$ cat config.mk
export PLATFORM = sky130hd
export DESIGN_NAME = pms_core
export DESIGN_NICKNAME = d
export VERILOG_FILES = /design/src/verilog/pms_pkg.sv /design/src/verilog/pms_sync.sv /design/src/verilog/pms_irq.sv /design/src/verilog/pms_core.sv
export SDC_FILE = /design/constraint.sdc
export NUM_CORES = 1
export LEC_CHECK = 0
export BUFFER_PORTS_ARGS = -buffer_cell sky130_fd_sc_hd__buf_4
export CAP_MARGIN = 30
export CORE_MARGIN = 2
export CORE_UTILIZATION = 36
export CTS_CLUSTER_SIZE = 12
export DETAILED_ROUTE_END_ITERATION = 8
export GPL_TIMING_DRIVEN = 0
export PLACE_DENSITY = 0.57
export SLEW_MARGIN = 20
export SYNTH_ARGS = -nofsm -noshare
export SYNTH_HDL_FRONTEND = slang
export SYNTH_SLANG_ARGS = --single-unit
export TNS_END_PERCENT = 30
$ cat constraint.sdc
create_clock -name clk -period 2.88 [get_ports clk]
set_input_delay 0.576 -clock clk [delete_from_list [all_inputs] [get_ports clk]]
set_output_delay 0.576 -clock clk [all_outputs]
set_load 0.005 [all_outputs]
$ cat src/verilog/pms_pkg.sv
// Shared constants and types for the power mode sequencer
package pms_pkg;
  // Register offsets
  localparam logic [3:0] ADDR_CTRL    = 4'h0;
  localparam logic [3:0] ADDR_DSCTRL  = 4'h1;
  localparam logic [3:0] ADDR_STATUS  = 4'h2;
  localparam logic [3:0] ADDR_IRQ_ST  = 4'h3;
  localparam logic [3:0] ADDR_IRQ_EN  = 4'h4;
  localparam logic [3:0] ADDR_IRQ_CLR = 4'h5;
  localparam logic [3:0] ADDR_WAKEF   = 4'h6;
  localparam logic [3:0] ADDR_BKP_A   = 4'h7;
  localparam logic [3:0] ADDR_BKP_B   = 4'h8;
  // Control register fields
  localparam int CTRL_RETENTION_REGULATOR_ENABLE = 0;
  localparam int DS_EN_BIT  = 0;
  // Power-save operand codes
  localparam logic [1:0] OP_SLEEP = 2'h0;
  localparam logic [1:0] OP_IDLE  = 2'h1;
  // Wake flag bits
  localparam int WF_EXTERNAL_INTERRUPT_ZERO = 0;
  localparam int WF_POR  = 1;
  localparam int WF_MASTER_CLEAR_PIN = 2;
  localparam int WF_RTC  = 3;
  localparam int WF_DSWD = 4;
  localparam int WF_W    = 5;
  // Interrupt event bits
  localparam int EV_ENTER = 0;
  localparam int EV_WAKE  = 1;
  localparam int EV_DSFAIL = 2;
  localparam int EV_BATT  = 3;
  localparam int EV_W     = 4;
  // Unlock window in cycles after the second deep sleep enable write
  localparam logic [2:0] UNLOCK_WIN = 3'h1;
  // Fixed counts
  localparam logic [15:0] ZERO16 = 16'h0000;
  // Power states
  typedef enum logic [2:0] {
    PMS_RUN   = 3'b000,
    PMS_IDLE  = 3'b001,
    PMS_SLEEP = 3'b011,
    PMS_LVSLP = 3'b010,
    PMS_DEEP  = 3'b110,
    PMS_RDEEP = 3'b111,
    PMS_BATT  = 3'b101
  } pms_state_e;
endpackage

$ cat src/verilog/pms_sync.sv
// Two-flop synchroniser for a vector of asynchronous inputs
`timescale 1ns/1ps
module pms_sync #(
  parameter int W = 1
) (
  // Clock and reset
  input  wire logic         clk,
  input  wire logic         rst_n,
  // Data
  input  wire logic [W-1:0] d,
  output logic      [W-1:0] q
);
  logic [W-1:0] meta_q;

  always_ff @(posedge clk or negedge rst_n) begin
    if (!rst_n) begin
      meta_q <= '0;
      q      <= '0;
    end else begin
      meta_q <= d;
      q      <= meta_q;
    end
  end
endmodule

$ cat src/verilog/pms_irq.sv
// Sticky event status with enable mask and one level interrupt
`timescale 1ns/1ps
module pms_irq #(
  parameter int W = 4
) (
  // Clock and reset
  input  wire logic         clk,
  input  wire logic         rst_n,
  // Events and software access
  input  wire logic [W-1:0] event_set,
  input  wire logic         en_we,
  input  wire logic         clr_we,
  input  wire logic [W-1:0] wdata,
  // State
  output logic      [W-1:0] status_q,
  output logic      [W-1:0] enable_q,
  output logic              irq_q
);
  always_ff @(posedge clk or negedge rst_n) begin
    if (!rst_n) enable_q <= '0;
    else if (en_we) enable_q <= wdata;
  end

  // Set wins over a clear in the same cycle
  always_ff @(posedge clk or negedge rst_n) begin
    if (!rst_n) status_q <= '0;
    else status_q <= (status_q & ~({W{clr_we}} & wdata)) | event_set;
  end

  always_ff @(posedge clk or negedge rst_n) begin
    if (!rst_n) irq_q <= 1'b0;
    else irq_q <= |((((status_q & ~({W{clr_we}} & wdata)) | event_set))
                    & (en_we ? wdata : enable_q));
  end
endmodule

$ cat src/verilog/pms_core.sv
// Power mode sequencer: mode entry, wake and resume control
//
// Notes on behaviour
// Idle, Sleep, Deep Sleep need power-save instruction
// Idle stops core, peripherals keep system clock
// Sleep stops system clock and code
// Retention enabled at Sleep gives low-voltage Sleep
// Idle/Sleep wake on interrupt, watchdog, reset
// Coincident interrupt deferred, then wakes at once
// Deep Sleep freezes I/O, cuts Flash, maybe SRAM
// Software writes enable twice, then instruction
// Interrupt during unlock makes Deep Sleep fail
// Software masks interrupts during unlock
// Plain Deep Sleep exit resets, interrupt lost
// Retention Deep Sleep resumes, then services interrupt
// Deep Sleep exits on five sources; clear gives POR
// Supply loss enters battery mode; restore resets
// Retention needs config bit zero and enable set
// Enable clears if instruction late, and on exit
// Setting deep sleep enable clears wake flags
`timescale 1ns/1ps
module pms_core (
  // Clock and reset
  input  wire logic        clk,
  input  wire logic        reset_n,
  // Register port
  input  wire logic [3:0]  addr,
  input  wire logic [15:0] wdata,
  input  wire logic        wr,
  input  wire logic        rd,
  output logic      [15:0] rdata_q,
  // Core instruction interface
  input  wire logic        power_save_instr,
  input  wire logic [1:0]  power_save_operand,
  input  wire logic        int_pending,
  input  wire logic        int_taken,
  input  wire logic        wdt_timeout,
  input  wire logic        dev_reset,
  // Asynchronous wake and supply pins
  input  wire logic        external_interrupt_zero,
  input  wire logic        master_clear_pin_n,
  input  wire logic        por_event,
  input  wire logic        calendar_alarm,
  input  wire logic        deep_sleep_watchdog,
  input  wire logic        main_supply_ok,
  input  wire logic        low_voltage_config_bit,
  input  wire logic        calendar_on_battery_config,
  // Power controls
  output logic             core_run_q,
  output logic             sysclk_en_q,
  output logic             periph_en_q,
  output logic             sram_keep_q,
  output logic             flash_pwr_q,
  output logic             io_freeze_q,
  output logic             lv_reg_en_q,
  output logic             calendar_keep_q,
  output logic             resume_reset_q,
  output logic             resume_next_q,
  output logic             irq_q
);
  logic [1:0] rst_sync_q;
  logic       rst_n;
  logic [6:0] pins_s;
  logic       external_interrupt_zero_s, master_clear_pin_s, por_s, alarm_s, dswd_s, supply_s, calendar_on_battery_config_s;
  logic       supply_lost_s;
  pms_pkg::pms_state_e state_q;
  logic       retention_regulator_enable_q, deep_sleep_enable_q, deep_sleep_enable_wr1_q, defer_q;
  logic [2:0] win_q;
  logic [15:0] bkp_a_q, bkp_b_q;
  logic [pms_pkg::WF_W-1:0] wakef_q;
  logic [pms_pkg::EV_W-1:0] ev, ist, ien;
  logic       retention_regulator_enable_ok, wake_ls, ds_wake, ds_wr, ds_fail, asleep;

  ///////////////////////////////////////////////////////////////////////
  always_ff @(posedge clk or negedge reset_n) begin
    if (!reset_n) rst_sync_q <= 2'b00;
    else rst_sync_q <= {rst_sync_q[0], 1'b1};
  end
  assign rst_n = rst_sync_q[1];

  // Pins enter inverted where needed so the flops' reset value is idle;
  // a plain supply flag would read as lost for two edges after reset
  pms_sync #(.W(7)) u_sync (
    .clk   (clk),
    .rst_n (rst_n),
    .d     ({external_interrupt_zero, ~master_clear_pin_n, por_event,
             calendar_alarm, deep_sleep_watchdog, ~main_supply_ok,
             calendar_on_battery_config}),
    .q     (pins_s)
  );
  assign {external_interrupt_zero_s, master_clear_pin_s, por_s, alarm_s, dswd_s, supply_lost_s,
          calendar_on_battery_config_s} = pins_s;
  assign supply_s = !supply_lost_s;

  ///////////////////////////////////////////////////////////////////////
  assign retention_regulator_enable_ok = retention_regulator_enable_q && !low_voltage_config_bit;
  assign wake_ls  = int_pending || wdt_timeout || dev_reset;
  assign ds_wake  = external_interrupt_zero_s || por_s || master_clear_pin_s || alarm_s || dswd_s;
  assign ds_wr    = wr && addr == pms_pkg::ADDR_DSCTRL;
  // Unlock broken by a serviced interrupt or a late instruction
  assign ds_fail  = deep_sleep_enable_q && (int_taken || win_q == 3'h0);
  assign asleep   = state_q != pms_pkg::PMS_RUN;

  // Control register
  always_ff @(posedge clk or negedge rst_n) begin
    if (!rst_n) retention_regulator_enable_q <= 1'b0;
    else if (wr && addr == pms_pkg::ADDR_CTRL)
      retention_regulator_enable_q <= wdata[pms_pkg::CTRL_RETENTION_REGULATOR_ENABLE];
  end

  // Deep sleep enable: two writes in succession, short window
  always_ff @(posedge clk or negedge rst_n) begin
    if (!rst_n) begin
      deep_sleep_enable_q     <= 1'b0;
      deep_sleep_enable_wr1_q <= 1'b0;
      win_q      <= 3'h0;
    end else begin
      deep_sleep_enable_wr1_q <= ds_wr && wdata[pms_pkg::DS_EN_BIT] && !deep_sleep_enable_wr1_q;
      if (ds_wr && wdata[pms_pkg::DS_EN_BIT] && deep_sleep_enable_wr1_q) begin
        deep_sleep_enable_q <= 1'b1;
        win_q  <= pms_pkg::UNLOCK_WIN;
      end else if (ds_fail || state_q == pms_pkg::PMS_DEEP
                   || state_q == pms_pkg::PMS_RDEEP) begin
        if (ds_fail || ds_wake) deep_sleep_enable_q <= 1'b0;
      end else if (deep_sleep_enable_q && !power_save_instr) begin
        win_q <= win_q - 3'h1;
      end
    end
  end

  // Backup registers survive every mode, battery included
  always_ff @(posedge clk or negedge rst_n) begin
    if (!rst_n) begin
      bkp_a_q <= pms_pkg::ZERO16;
      bkp_b_q <= pms_pkg::ZERO16;
    end else if (wr && addr == pms_pkg::ADDR_BKP_A) begin
      bkp_a_q <= wdata;
    end else if (wr && addr == pms_pkg::ADDR_BKP_B) begin
      bkp_b_q <= wdata;
    end
  end

  // Wake source flags
  always_ff @(posedge clk or negedge rst_n) begin
    if (!rst_n) wakef_q <= '0;
    else if (ds_wr && wdata[pms_pkg::DS_EN_BIT] && deep_sleep_enable_wr1_q)
      wakef_q <= '0;
    else if (state_q == pms_pkg::PMS_DEEP || state_q == pms_pkg::PMS_RDEEP)
      wakef_q <= wakef_q | {dswd_s, alarm_s, master_clear_pin_s, por_s, external_interrupt_zero_s};
  end

  ///////////////////////////////////////////////////////////////////////
  // Mode sequencer
  always_ff @(posedge clk or negedge rst_n) begin
    if (!rst_n) begin
      state_q <= pms_pkg::PMS_RUN;
      defer_q <= 1'b0;
    end else begin
      defer_q <= 1'b0;
      if (!supply_s && state_q != pms_pkg::PMS_BATT) begin
        state_q <= pms_pkg::PMS_BATT;
      end else begin
        unique case (state_q)
          pms_pkg::PMS_RUN: if (power_save_instr) begin
            defer_q <= int_pending;
            if (power_save_operand == pms_pkg::OP_IDLE)
              state_q <= pms_pkg::PMS_IDLE;
            else if (deep_sleep_enable_q && !ds_fail)
              state_q <= retention_regulator_enable_ok ? pms_pkg::PMS_RDEEP : pms_pkg::PMS_DEEP;
            else if (retention_regulator_enable_ok)
              state_q <= pms_pkg::PMS_LVSLP;
            else
              state_q <= pms_pkg::PMS_SLEEP;
          end
          pms_pkg::PMS_IDLE, pms_pkg::PMS_SLEEP, pms_pkg::PMS_LVSLP:
            if (wake_ls || defer_q) state_q <= pms_pkg::PMS_RUN;
          pms_pkg::PMS_DEEP, pms_pkg::PMS_RDEEP:
            if (ds_wake) state_q <= pms_pkg::PMS_RUN;
          pms_pkg::PMS_BATT:
            if (supply_s) state_q <= pms_pkg::PMS_RUN;
        endcase
      end
    end
  end

  // Resume pulses: reset vector or next instruction
  always_ff @(posedge clk or negedge rst_n) begin
    if (!rst_n) begin
      resume_reset_q <= 1'b0;
      resume_next_q  <= 1'b0;
    end else begin
      resume_reset_q <= 1'b0;
      resume_next_q  <= 1'b0;
      unique case (state_q)
        pms_pkg::PMS_IDLE, pms_pkg::PMS_SLEEP, pms_pkg::PMS_LVSLP:
          resume_next_q <= supply_s && (wake_ls || defer_q);
        pms_pkg::PMS_DEEP:
          resume_reset_q <= supply_s && ds_wake;
        pms_pkg::PMS_RDEEP: begin
          resume_reset_q <= supply_s && (master_clear_pin_s || por_s);
          resume_next_q  <= supply_s && ds_wake && !master_clear_pin_s && !por_s;
        end
        pms_pkg::PMS_BATT:
          resume_reset_q <= supply_s;
        default: ;
      endcase
    end
  end

  // Power controls follow the current state, one cycle late
  always_ff @(posedge clk or negedge rst_n) begin
    if (!rst_n) begin
      core_run_q      <= 1'b1;
      sysclk_en_q     <= 1'b1;
      periph_en_q     <= 1'b1;
      sram_keep_q     <= 1'b1;
      flash_pwr_q     <= 1'b1;
      io_freeze_q     <= 1'b0;
      lv_reg_en_q     <= 1'b0;
      calendar_keep_q <= 1'b1;
    end else begin
      core_run_q  <= state_q == pms_pkg::PMS_RUN;
      sysclk_en_q <= state_q == pms_pkg::PMS_RUN
                     || state_q == pms_pkg::PMS_IDLE;
      periph_en_q <= state_q == pms_pkg::PMS_RUN
                     || state_q == pms_pkg::PMS_IDLE;
      sram_keep_q <= state_q != pms_pkg::PMS_DEEP
                     && state_q != pms_pkg::PMS_BATT;
      flash_pwr_q <= state_q != pms_pkg::PMS_DEEP
                     && state_q != pms_pkg::PMS_RDEEP
                     && state_q != pms_pkg::PMS_BATT;
      io_freeze_q <= asleep && state_q != pms_pkg::PMS_IDLE;
      lv_reg_en_q <= state_q == pms_pkg::PMS_LVSLP
                     || state_q == pms_pkg::PMS_RDEEP;
      calendar_keep_q <= state_q != pms_pkg::PMS_BATT || !calendar_on_battery_config_s;
    end
  end

  ///////////////////////////////////////////////////////////////////////
  // Interrupt events
  always_comb begin
    ev = '0;
    ev[pms_pkg::EV_ENTER]  = power_save_instr && !asleep;
    ev[pms_pkg::EV_WAKE]   = resume_reset_q || resume_next_q;
    ev[pms_pkg::EV_DSFAIL] = ds_fail;
    ev[pms_pkg::EV_BATT]   = !supply_s && state_q != pms_pkg::PMS_BATT;
  end

  pms_irq #(.W(pms_pkg::EV_W)) u_irq (
    .clk       (clk),
    .rst_n     (rst_n),
    .event_set (ev),
    .en_we     (wr && addr == pms_pkg::ADDR_IRQ_EN),
    .clr_we    (wr && addr == pms_pkg::ADDR_IRQ_CLR),
    .wdata     (wdata[pms_pkg::EV_W-1:0]),
    .status_q  (ist),
    .enable_q  (ien),
    .irq_q     (irq_q)
  );

  // Read data, one cycle after the strobe; unmapped reads zero
  always_ff @(posedge clk or negedge rst_n) begin
    if (!rst_n) rdata_q <= pms_pkg::ZERO16;
    else begin
      rdata_q <= pms_pkg::ZERO16;
      if (rd) begin
        unique case (addr)
          pms_pkg::ADDR_CTRL:   rdata_q <= {15'h0000, retention_regulator_enable_q};
          pms_pkg::ADDR_DSCTRL: rdata_q <= {15'h0000, deep_sleep_enable_q};
          pms_pkg::ADDR_STATUS: rdata_q <= {13'h0000, state_q};
          pms_pkg::ADDR_IRQ_ST: rdata_q <= {12'h000, ist};
          pms_pkg::ADDR_IRQ_EN: rdata_q <= {12'h000, ien};
          pms_pkg::ADDR_WAKEF:  rdata_q <= {11'h000, wakef_q};
          pms_pkg::ADDR_BKP_A:  rdata_q <= bkp_a_q;
          pms_pkg::ADDR_BKP_B:  rdata_q <= bkp_b_q;
          default:              rdata_q <= pms_pkg::ZERO16;
        endcase
      end
    end
  end

  ///////////////////////////////////////////////////////////////////////
  idle_core_a: assert property (@(posedge clk) disable iff (!rst_n)
    state_q == pms_pkg::PMS_IDLE |=> !core_run_q && sysclk_en_q)
    else $error("idle core control wrong");
  sleep_clk_a: assert property (@(posedge clk) disable iff (!rst_n)
    state_q == pms_pkg::PMS_SLEEP |=> !sysclk_en_q)
    else $error("sleep clock not stopped");
  lv_sleep_a: assert property (@(posedge clk) disable iff (!rst_n)
    state_q == pms_pkg::PMS_RUN && power_save_instr && supply_s
    && power_save_operand == pms_pkg::OP_SLEEP && !deep_sleep_enable_q && retention_regulator_enable_ok
    |=> state_q == pms_pkg::PMS_LVSLP)
    else $error("low-voltage sleep not entered");
  entry_instr_a: assert property (@(posedge clk) disable iff (!rst_n)
    state_q == pms_pkg::PMS_RUN && !power_save_instr && supply_s
    |=> state_q == pms_pkg::PMS_RUN)
    else $error("mode entered without instruction");
  defer_wake_a: assert property (@(posedge clk) disable iff (!rst_n)
    state_q == pms_pkg::PMS_RUN && power_save_instr && int_pending
    && supply_s && power_save_operand == pms_pkg::OP_IDLE
    |=> ##1 resume_next_q || !supply_s)
    else $error("deferred interrupt did not wake");
  deep_flash_a: assert property (@(posedge clk) disable iff (!rst_n)
    state_q == pms_pkg::PMS_DEEP |=> !flash_pwr_q && io_freeze_q
    && !sram_keep_q)
    else $error("deep sleep power wrong");
  deep_reset_a: assert property (@(posedge clk) disable iff (!rst_n)
    state_q == pms_pkg::PMS_DEEP && ds_wake && supply_s
    |=> resume_reset_q && !resume_next_q)
    else $error("deep sleep exit not reset");
  deep_sleep_enable_late_a: assert property (@(posedge clk) disable iff (!rst_n)
    $rose(deep_sleep_enable_q) && !power_save_instr ##1 !power_save_instr
    |=> !deep_sleep_enable_q)
    else $error("deep sleep enable not cleared");
  wake_clear_a: assert property (@(posedge clk) disable iff (!rst_n)
    $rose(deep_sleep_enable_q) |-> wakef_q == '0)
    else $error("wake flags not cleared");

  run_idle_c: cover property (@(posedge clk) disable iff (!rst_n)
    state_q == pms_pkg::PMS_IDLE ##[1:20] resume_next_q);
  deep_exit_c: cover property (@(posedge clk) disable iff (!rst_n)
    state_q == pms_pkg::PMS_DEEP ##[1:50] resume_reset_q);
  rdeep_c: cover property (@(posedge clk) disable iff (!rst_n)
    state_q == pms_pkg::PMS_RDEEP);
  batt_c: cover property (@(posedge clk) disable iff (!rst_n)
    state_q == pms_pkg::PMS_BATT);
endmodule

After elaboration in Yosys (flattened, before gate mapping)
Index checks and enable logic that the tools add are counted.
- input bits: 39
- bits in registers: 97
- equal/unequal tests: 24
- bitwise gates (word level): 9
- reductions and logical operators: 65
- add/sub/neg operators: 1
- multiplexer cells: 26
- operators by type and width (operator ; number):
    $pmux W16 S8 ; 1
    $mux W3 ; 10
    $logic_and A1 B1 Y1 ; 24
    $logic_or A1 B1 Y1 ; 17
    $eq A4 B3 Y1 const B ; 4
    $mux W16 ; 1
    $and A4 B4 Y4 ; 3
    $ne A3 B2 Y1 const B ; 4
    $pmux W3 S4 ; 1
    $mux W5 ; 2
    $eq A3 B3 Y1 const B ; 3
    $logic_not A1 Y1 ; 9
    $ne A3 B3 Y1 const B ; 3
    $eq A4 B2 Y1 const B ; 2
    $mux W1 ; 8
    $reduce_bool A2 Y1 ; 4
    $eq A3 B2 Y1 const B ; 2
    $logic_not A3 Y1 ; 2
    $reduce_and A2 Y1 ; 3
    $or A5 B5 Y5 ; 1
    $eq A4 B1 Y1 const B ; 1
    $eq A4 B4 Y1 const B ; 1
    $logic_not A4 Y1 ; 1
    $mux W4 ; 1
    other kinds (15) ; 17

Depth between registers and ports, before layout
- depth in word-level cells: 10
- depth in mapped cells: 6

By module
Synthesis repeated with hierarchy kept, for this count alone.
- cells, all modules: 320
- area, all modules: 4022.6 sq um
- modules (own cells, without submodules) (module ; sequential area each (sq um) ; times used ; cells an instance ; area each (sq um)):
    pms_core ; 1858.0 ; 1 ; 280 ; 3309.4
    pms_irq ; 225.2 ; 1 ; 26 ; 362.8
    pms_sync ; 350.3 ; 1 ; 14 ; 350.3

Least setup slack after synthesis
OpenSTA, ideal clock, no wires.
- kind: input -> register
- from: input addr[3]
- to: register bkp_a_q[10]
- library setup time: 125 ps
- cell stages on the path: 6
- required time: 2755 ps
- slack: 1086 ps
- data arrival time: 1670 ps
- path through: and3b_1 > buf_6 > and3_1 > buf_2 > buf_6 > mux2_2
- cells in the longest elaborated chain, start to end: 2
- ends and longest elaborated chain (element ; RTL line ; text):
    start: declaration ; pms_core.sv:27 ; input wire logic [3:0] addr,
    $eq A4 B3 Y1 ; pms_core.sv:136 ; end else if (wr && addr == pms_pkg::ADDR_BKP_A) begin
    $logic_and A1 B1 Y1 ; pms_core.sv:136 ;
    end signal: assignment ; pms_core.sv:134 ; bkp_a_q <= pms_pkg::ZERO16;
    end signal: assignment ; pms_core.sv:137 ; bkp_a_q <= wdata;
    end: declaration ; pms_core.sv:69 ; logic [15:0] bkp_a_q, bkp_b_q;
No other way between the ends.
A chain may end at the register's enable or synchronous reset.

Worst setup path in the final report
- from: register win_q[0]
- to: register u_irq.irq_q
- cells in the longest elaborated chain, start to end: 6
- ends and longest elaborated chain (element ; RTL line ; text):
    start: declaration ; pms_core.sv:68 ; logic [2:0] win_q;
    start signal: assignment ; pms_core.sv:121 ; win_q <= pms_pkg::UNLOCK_WIN;
    start signal: assignment ; pms_core.sv:126 ; win_q <= win_q - 3'h1;
    $logic_not A3 Y1 ; pms_core.sv:101 ; assign ds_fail = deep_sleep_enable_q && (int_taken || win_q == 3'h0);
    $logic_or A1 B1 Y1 ; pms_core.sv:101 ;
    $logic_and A1 B1 Y1 ; pms_core.sv:101 ;
    $or A4 B4 Y4 ; pms_irq.sv:32 ; else irq_q <= |((((status_q & ~({W{clr_we}} & wdata)) | event_set))
    $and A4 B4 Y4 ; pms_irq.sv:33 ; & (en_we ? wdata : enable_q));
    $reduce_or A4 Y1 ; pms_irq.sv:32 ;
    end signal: assignment ; pms_irq.sv:32 ;
    end: declaration ; pms_irq.sv:17 ; output logic irq_q
No other way between the ends.

==> out/results.md <==
| Quantity | This run |
| --- | --- |
| Result of the run | completed |
| Source of the critical timing path | win_q[0] |
| GP Congestion | 0.8140 |
| Synthesis-to-finish area growth | 25.13% |
| Via count | 2,837 |
| Fin Clk Skew | 0.005323 ns |
| Final Cycle Share | 65.12% |
| Sequential group share of total power | 48.5% |
| CTS H-Tree Depth | 3 |
| Top FF cell, synth | dfrtp_1 |
| Horizontal die dimension | 110.8 um |
| Clock transition at path regs | 0.07 ns |
| Worst slew margin | 59.00% |
| Required time worst endpoint | 3.08 ns |
| Insertion delay of the later-clocked pin in the worst-skew pair | 0.33 ns |
| TritonCTS clock tree | yes |
| Leak pwr | 2.315 nW |
| Via count of the first global-routing pass | 2,936 |
| Combined area of the multi-input logic cells | 0.001523 mm^2 |
| Combinational Power Share | 14.1% |
| Post-cts repair resize count | 0 |
| MaxCap Viol Count | 0 |
| Wirelength, routed | 8842 um |
| Register area | 0.002437 mm^2 |
| Number of hold violations in the final report | 0 |
| Place WS | 0.7159 ns |
| Worst-Margin Slew | 0.6149 ns |
| Total of buffers placed on input and output ports | 65 |
| First-pass detailed-route iteration total | 4 |
| Maximum number of pins on one net before global-route repair | 52 |
| Post-layout nets | 457 |
| Buffer count from post-CTS setup fixing | 0 |
| Iter 0 DRT Violations | 163 |
| Type of the worst min-delay path | register to asynchronous set/reset pin |
| CTS sink cnt | 97 |
| Worst reg-to-reg setup slack | 1.00 ns |
| Max rail drop VDD | 241.2 uV |
| Placeable core region | 0.01098 mm^2 |
| Critical path type | register to register |
| Final setup violating endpoints | 0 |
| GR Overflow Total | 0 |
| HPWL after DPL | 6323 um |
| Die Area | 0.01227 mm^2 |
| Final worst path period need | 1.875 ns |
| Nature of the critical path endpoint | register |
| Total power density per cell area | 662.2 mW/mm^2 |
| Reg2Reg Capture Point | u_irq.irq_q |
| Number of cells produced by synthesis | 338 |
| RSZ-0062 raised after global routing | no |
| Maximum frequency from static timing analysis | 0.5332 GHz |
| Number of warnings reported in the yosys synthesis log | 0 |
| Arrival time at the worst endpoint | 2.08 ns |
| Antenna violations before repair | 0 |
| Critical path fanouts, max | 5 |
| Synthesized Nets | 379 |
| Number of nets with antenna violations after routing | 0 |
| GRT Util Overall | 15.14% |
| Setup WS post-layout | 1.005 ns |
| Hold Buf Count CTS | 1 |
| DRC violations left | 0 |
| Clock buffer count from CTS | 9 |
| Syn Std Cell Area | 0.004103 mm^2 |
| Switching power total | 814.9 uW |
| Logic depth of the worst register-to-register path | 6 |
| Share of power burned in the clock network | 37.4% |
| Startpoint kind of the worst setup timing path | register |
| Boundary pin count | 66 |
| Fraction of layout instances using a drive strength above 1 | 35.63% |
| Mean instance size in the synthesized netlist | 12.14 um^2 |
| Library cells used by synthesis | 51 |
| Flop and latch count out of synthesis | 97 |
| Fillers | 1,020 |
| Setup TNS | 0 ns |
| Average wire per cell in the routed design | 15.76 um |
| Final slew viol count | 0 |
| Worst setup path end | u_irq.irq_q |
| Clock root buffer | clkbuf_16 |
| Count of flip-flops with a built-in enable after synthesis | 0 |
| Antenna diodes | 0 |
| Clk buf depth | 2 |
| Switching share of total power | 23.97% |
| Proportion of register bits with asynchronous set or reset after synthesis | 100.0% |
| Sequential-to-total area share from yosys stat | 59.32% |
| Wire length of the first global-routing pass | 15,020 um |
| Std-Cell Rows | 38 |
| Critical R2R Launch | win_q[0] |
| Internal Power | 2.585 mW |
| Die H | 110.8 um |
| Via/cell ratio | 5.057 |
| Effective utilization at floorplan | 37.35% |
==> placed cells by master (no fill, tap or decap), types with 3 or more instances in the layout <==
cell type and instances:
a21oi_1 17, a22oi_1 17, and2_1 3, and3_1 4, buf_2 9, buf_4 67
buf_6 3, clkbuf_1 6, clkbuf_16 9, clkbuf_8 4, dfrtp_1 91, dfstp_2 5
inv_1 8, mux2_2 37, mux2i_1 5, nand2_1 13, nand2b_1 3, nand3_1 9
nand3b_1 7, nor2_1 32, nor2b_1 5, nor3_1 3, nor3b_1 6, o21ai_0 13
==> sequential cells by signal (all words and copies together) (netlist names), 2 cells and up <==
| name | count |
|---|---|
| u_sync.q | 7 |
| rst_sync_q | 2 |
| bkp_a_q | 16 |
| win_q | 3 |
| bkp_b_q | 16 |
| rdata_q | 16 |
| u_sync.meta_q | 7 |
| u_irq.enable_q | 4 |
| wakef_q | 5 |
| u_irq.status_q | 4 |
| state_q | 3 |
==> cell families after synthesis <==
family	count (synthesis)	synth area share (%)
other	1	0.09140
AO/OA/AOI/OAI	65	11.04
XOR/XNOR	2	0.4270
flip-flops	97	59.32
adder cells (fa/ha/maj)	2	0.6098
buffers and inverters	28	3.568
AND/OR/NAND/NOR	101	13.57
multiplexers	42	11.38
==> power by group through the flow <==
stage	clock network, mW	registers (mW)	logic, mW
2_1_floorplan	0	1.66	0.296
3_3_place_gp	0	1.68	0.457
3_5_place_dp	0	1.68	0.483
4_1_cts	1.31	1.65	0.486
5_1_grt	1.37	1.67	0.536
6_report	1.27	1.65	0.480
==> critical path, cell delays in order (launching register included) <==
cell and delay, ns:
dfrtp_1 0.36, inv_1 0.07, ha_1 0.18, nor2b_1 0.16, o21ai_0 0.36, a22oi_1 0.18
or4_1 0.43
==> routing by layer <==
layer	vias up	routed length (um)	global-route usage [%]
met5	-	0	0
met4	0	110	6.000
met3	9	350	2.570
met2	58	4214	22.62
met1	1420	4166	21.98
li1	1350	-	-
==> worst min path at each step <==
stage          slack, ns  cells past startpoint          endpoint
2_1_floorplan       0.28                      0     rst_sync_q[0]
3_3_place_gp        0.33                      0       u_sync.q[0]
3_5_place_dp        0.34                      0       u_sync.q[4]
4_1_cts             0.33                      1  u_sync.meta_q[2]
5_1_grt             0.33                      1  u_sync.meta_q[4]
6_report            0.34                      0        bkp_b_q[6]
==> final cells by class <==
type | instances | share of cell area, %
buffer | 20 | 2.267
inverter | 8 | 0.5849
multi-input combinational | 213 | 29.66
tap | 140 | 3.412
clock inverter | 3 | 0.9018
sequential | 97 | 47.48
timing repair buffer | 67 | 10.24
clock buffer | 13 | 5.459
==> metrics by stage <==
step / utilization, % / power [mW] / cell area (um^2) / hold WS (ns) / cells
final: 46.74 / 3.399 / 5134 / 0.3432 / 561
after global routing: 46.74 / 3.583 / 5134 / 0.3260 / 561
after CTS: 46.74 / 3.444 / 5134 / 0.3306 / 561
after detailed placement: 43.68 / 2.161 / 4797 / 0.3355 / 544
after global placement: 43.40 / 2.141 / 4767 / 0.3336 / 543
after floorplan: - / 1.958 / 4104 / 0.2804 / 338
==> synthesized netlist by cell type (3+ instances only) <==
| cell | instances | area (um^2) |
|---|---|---|
| a21oi_1 | 17 | 85.08 |
| a22oi_1 | 17 | 127.6 |
| and2_1 | 3 | 18.77 |
| and3_1 | 4 | 25.02 |
| buf_2 | 9 | 45.04 |
| buf_6 | 3 | 33.78 |
| clkbuf_1 | 6 | 22.52 |
| dfrtp_1 | 92 | 2302 |
| dfstp_2 | 5 | 131.4 |
| inv_1 | 8 | 30.03 |
| mux2_2 | 37 | 416.7 |
| mux2i_1 | 5 | 50.05 |
| nand2_1 | 13 | 48.80 |
| nand2b_1 | 3 | 18.77 |
| nand3_1 | 9 | 45.04 |
| nand3b_1 | 7 | 52.55 |
| nor2_1 | 32 | 120.1 |
| nor2b_1 | 5 | 31.28 |
| nor3_1 | 3 | 15.01 |
| nor3b_1 | 6 | 45.04 |
| o21ai_0 | 13 | 65.06 |
No activity file was read; power rests on OpenSTA's default activity.
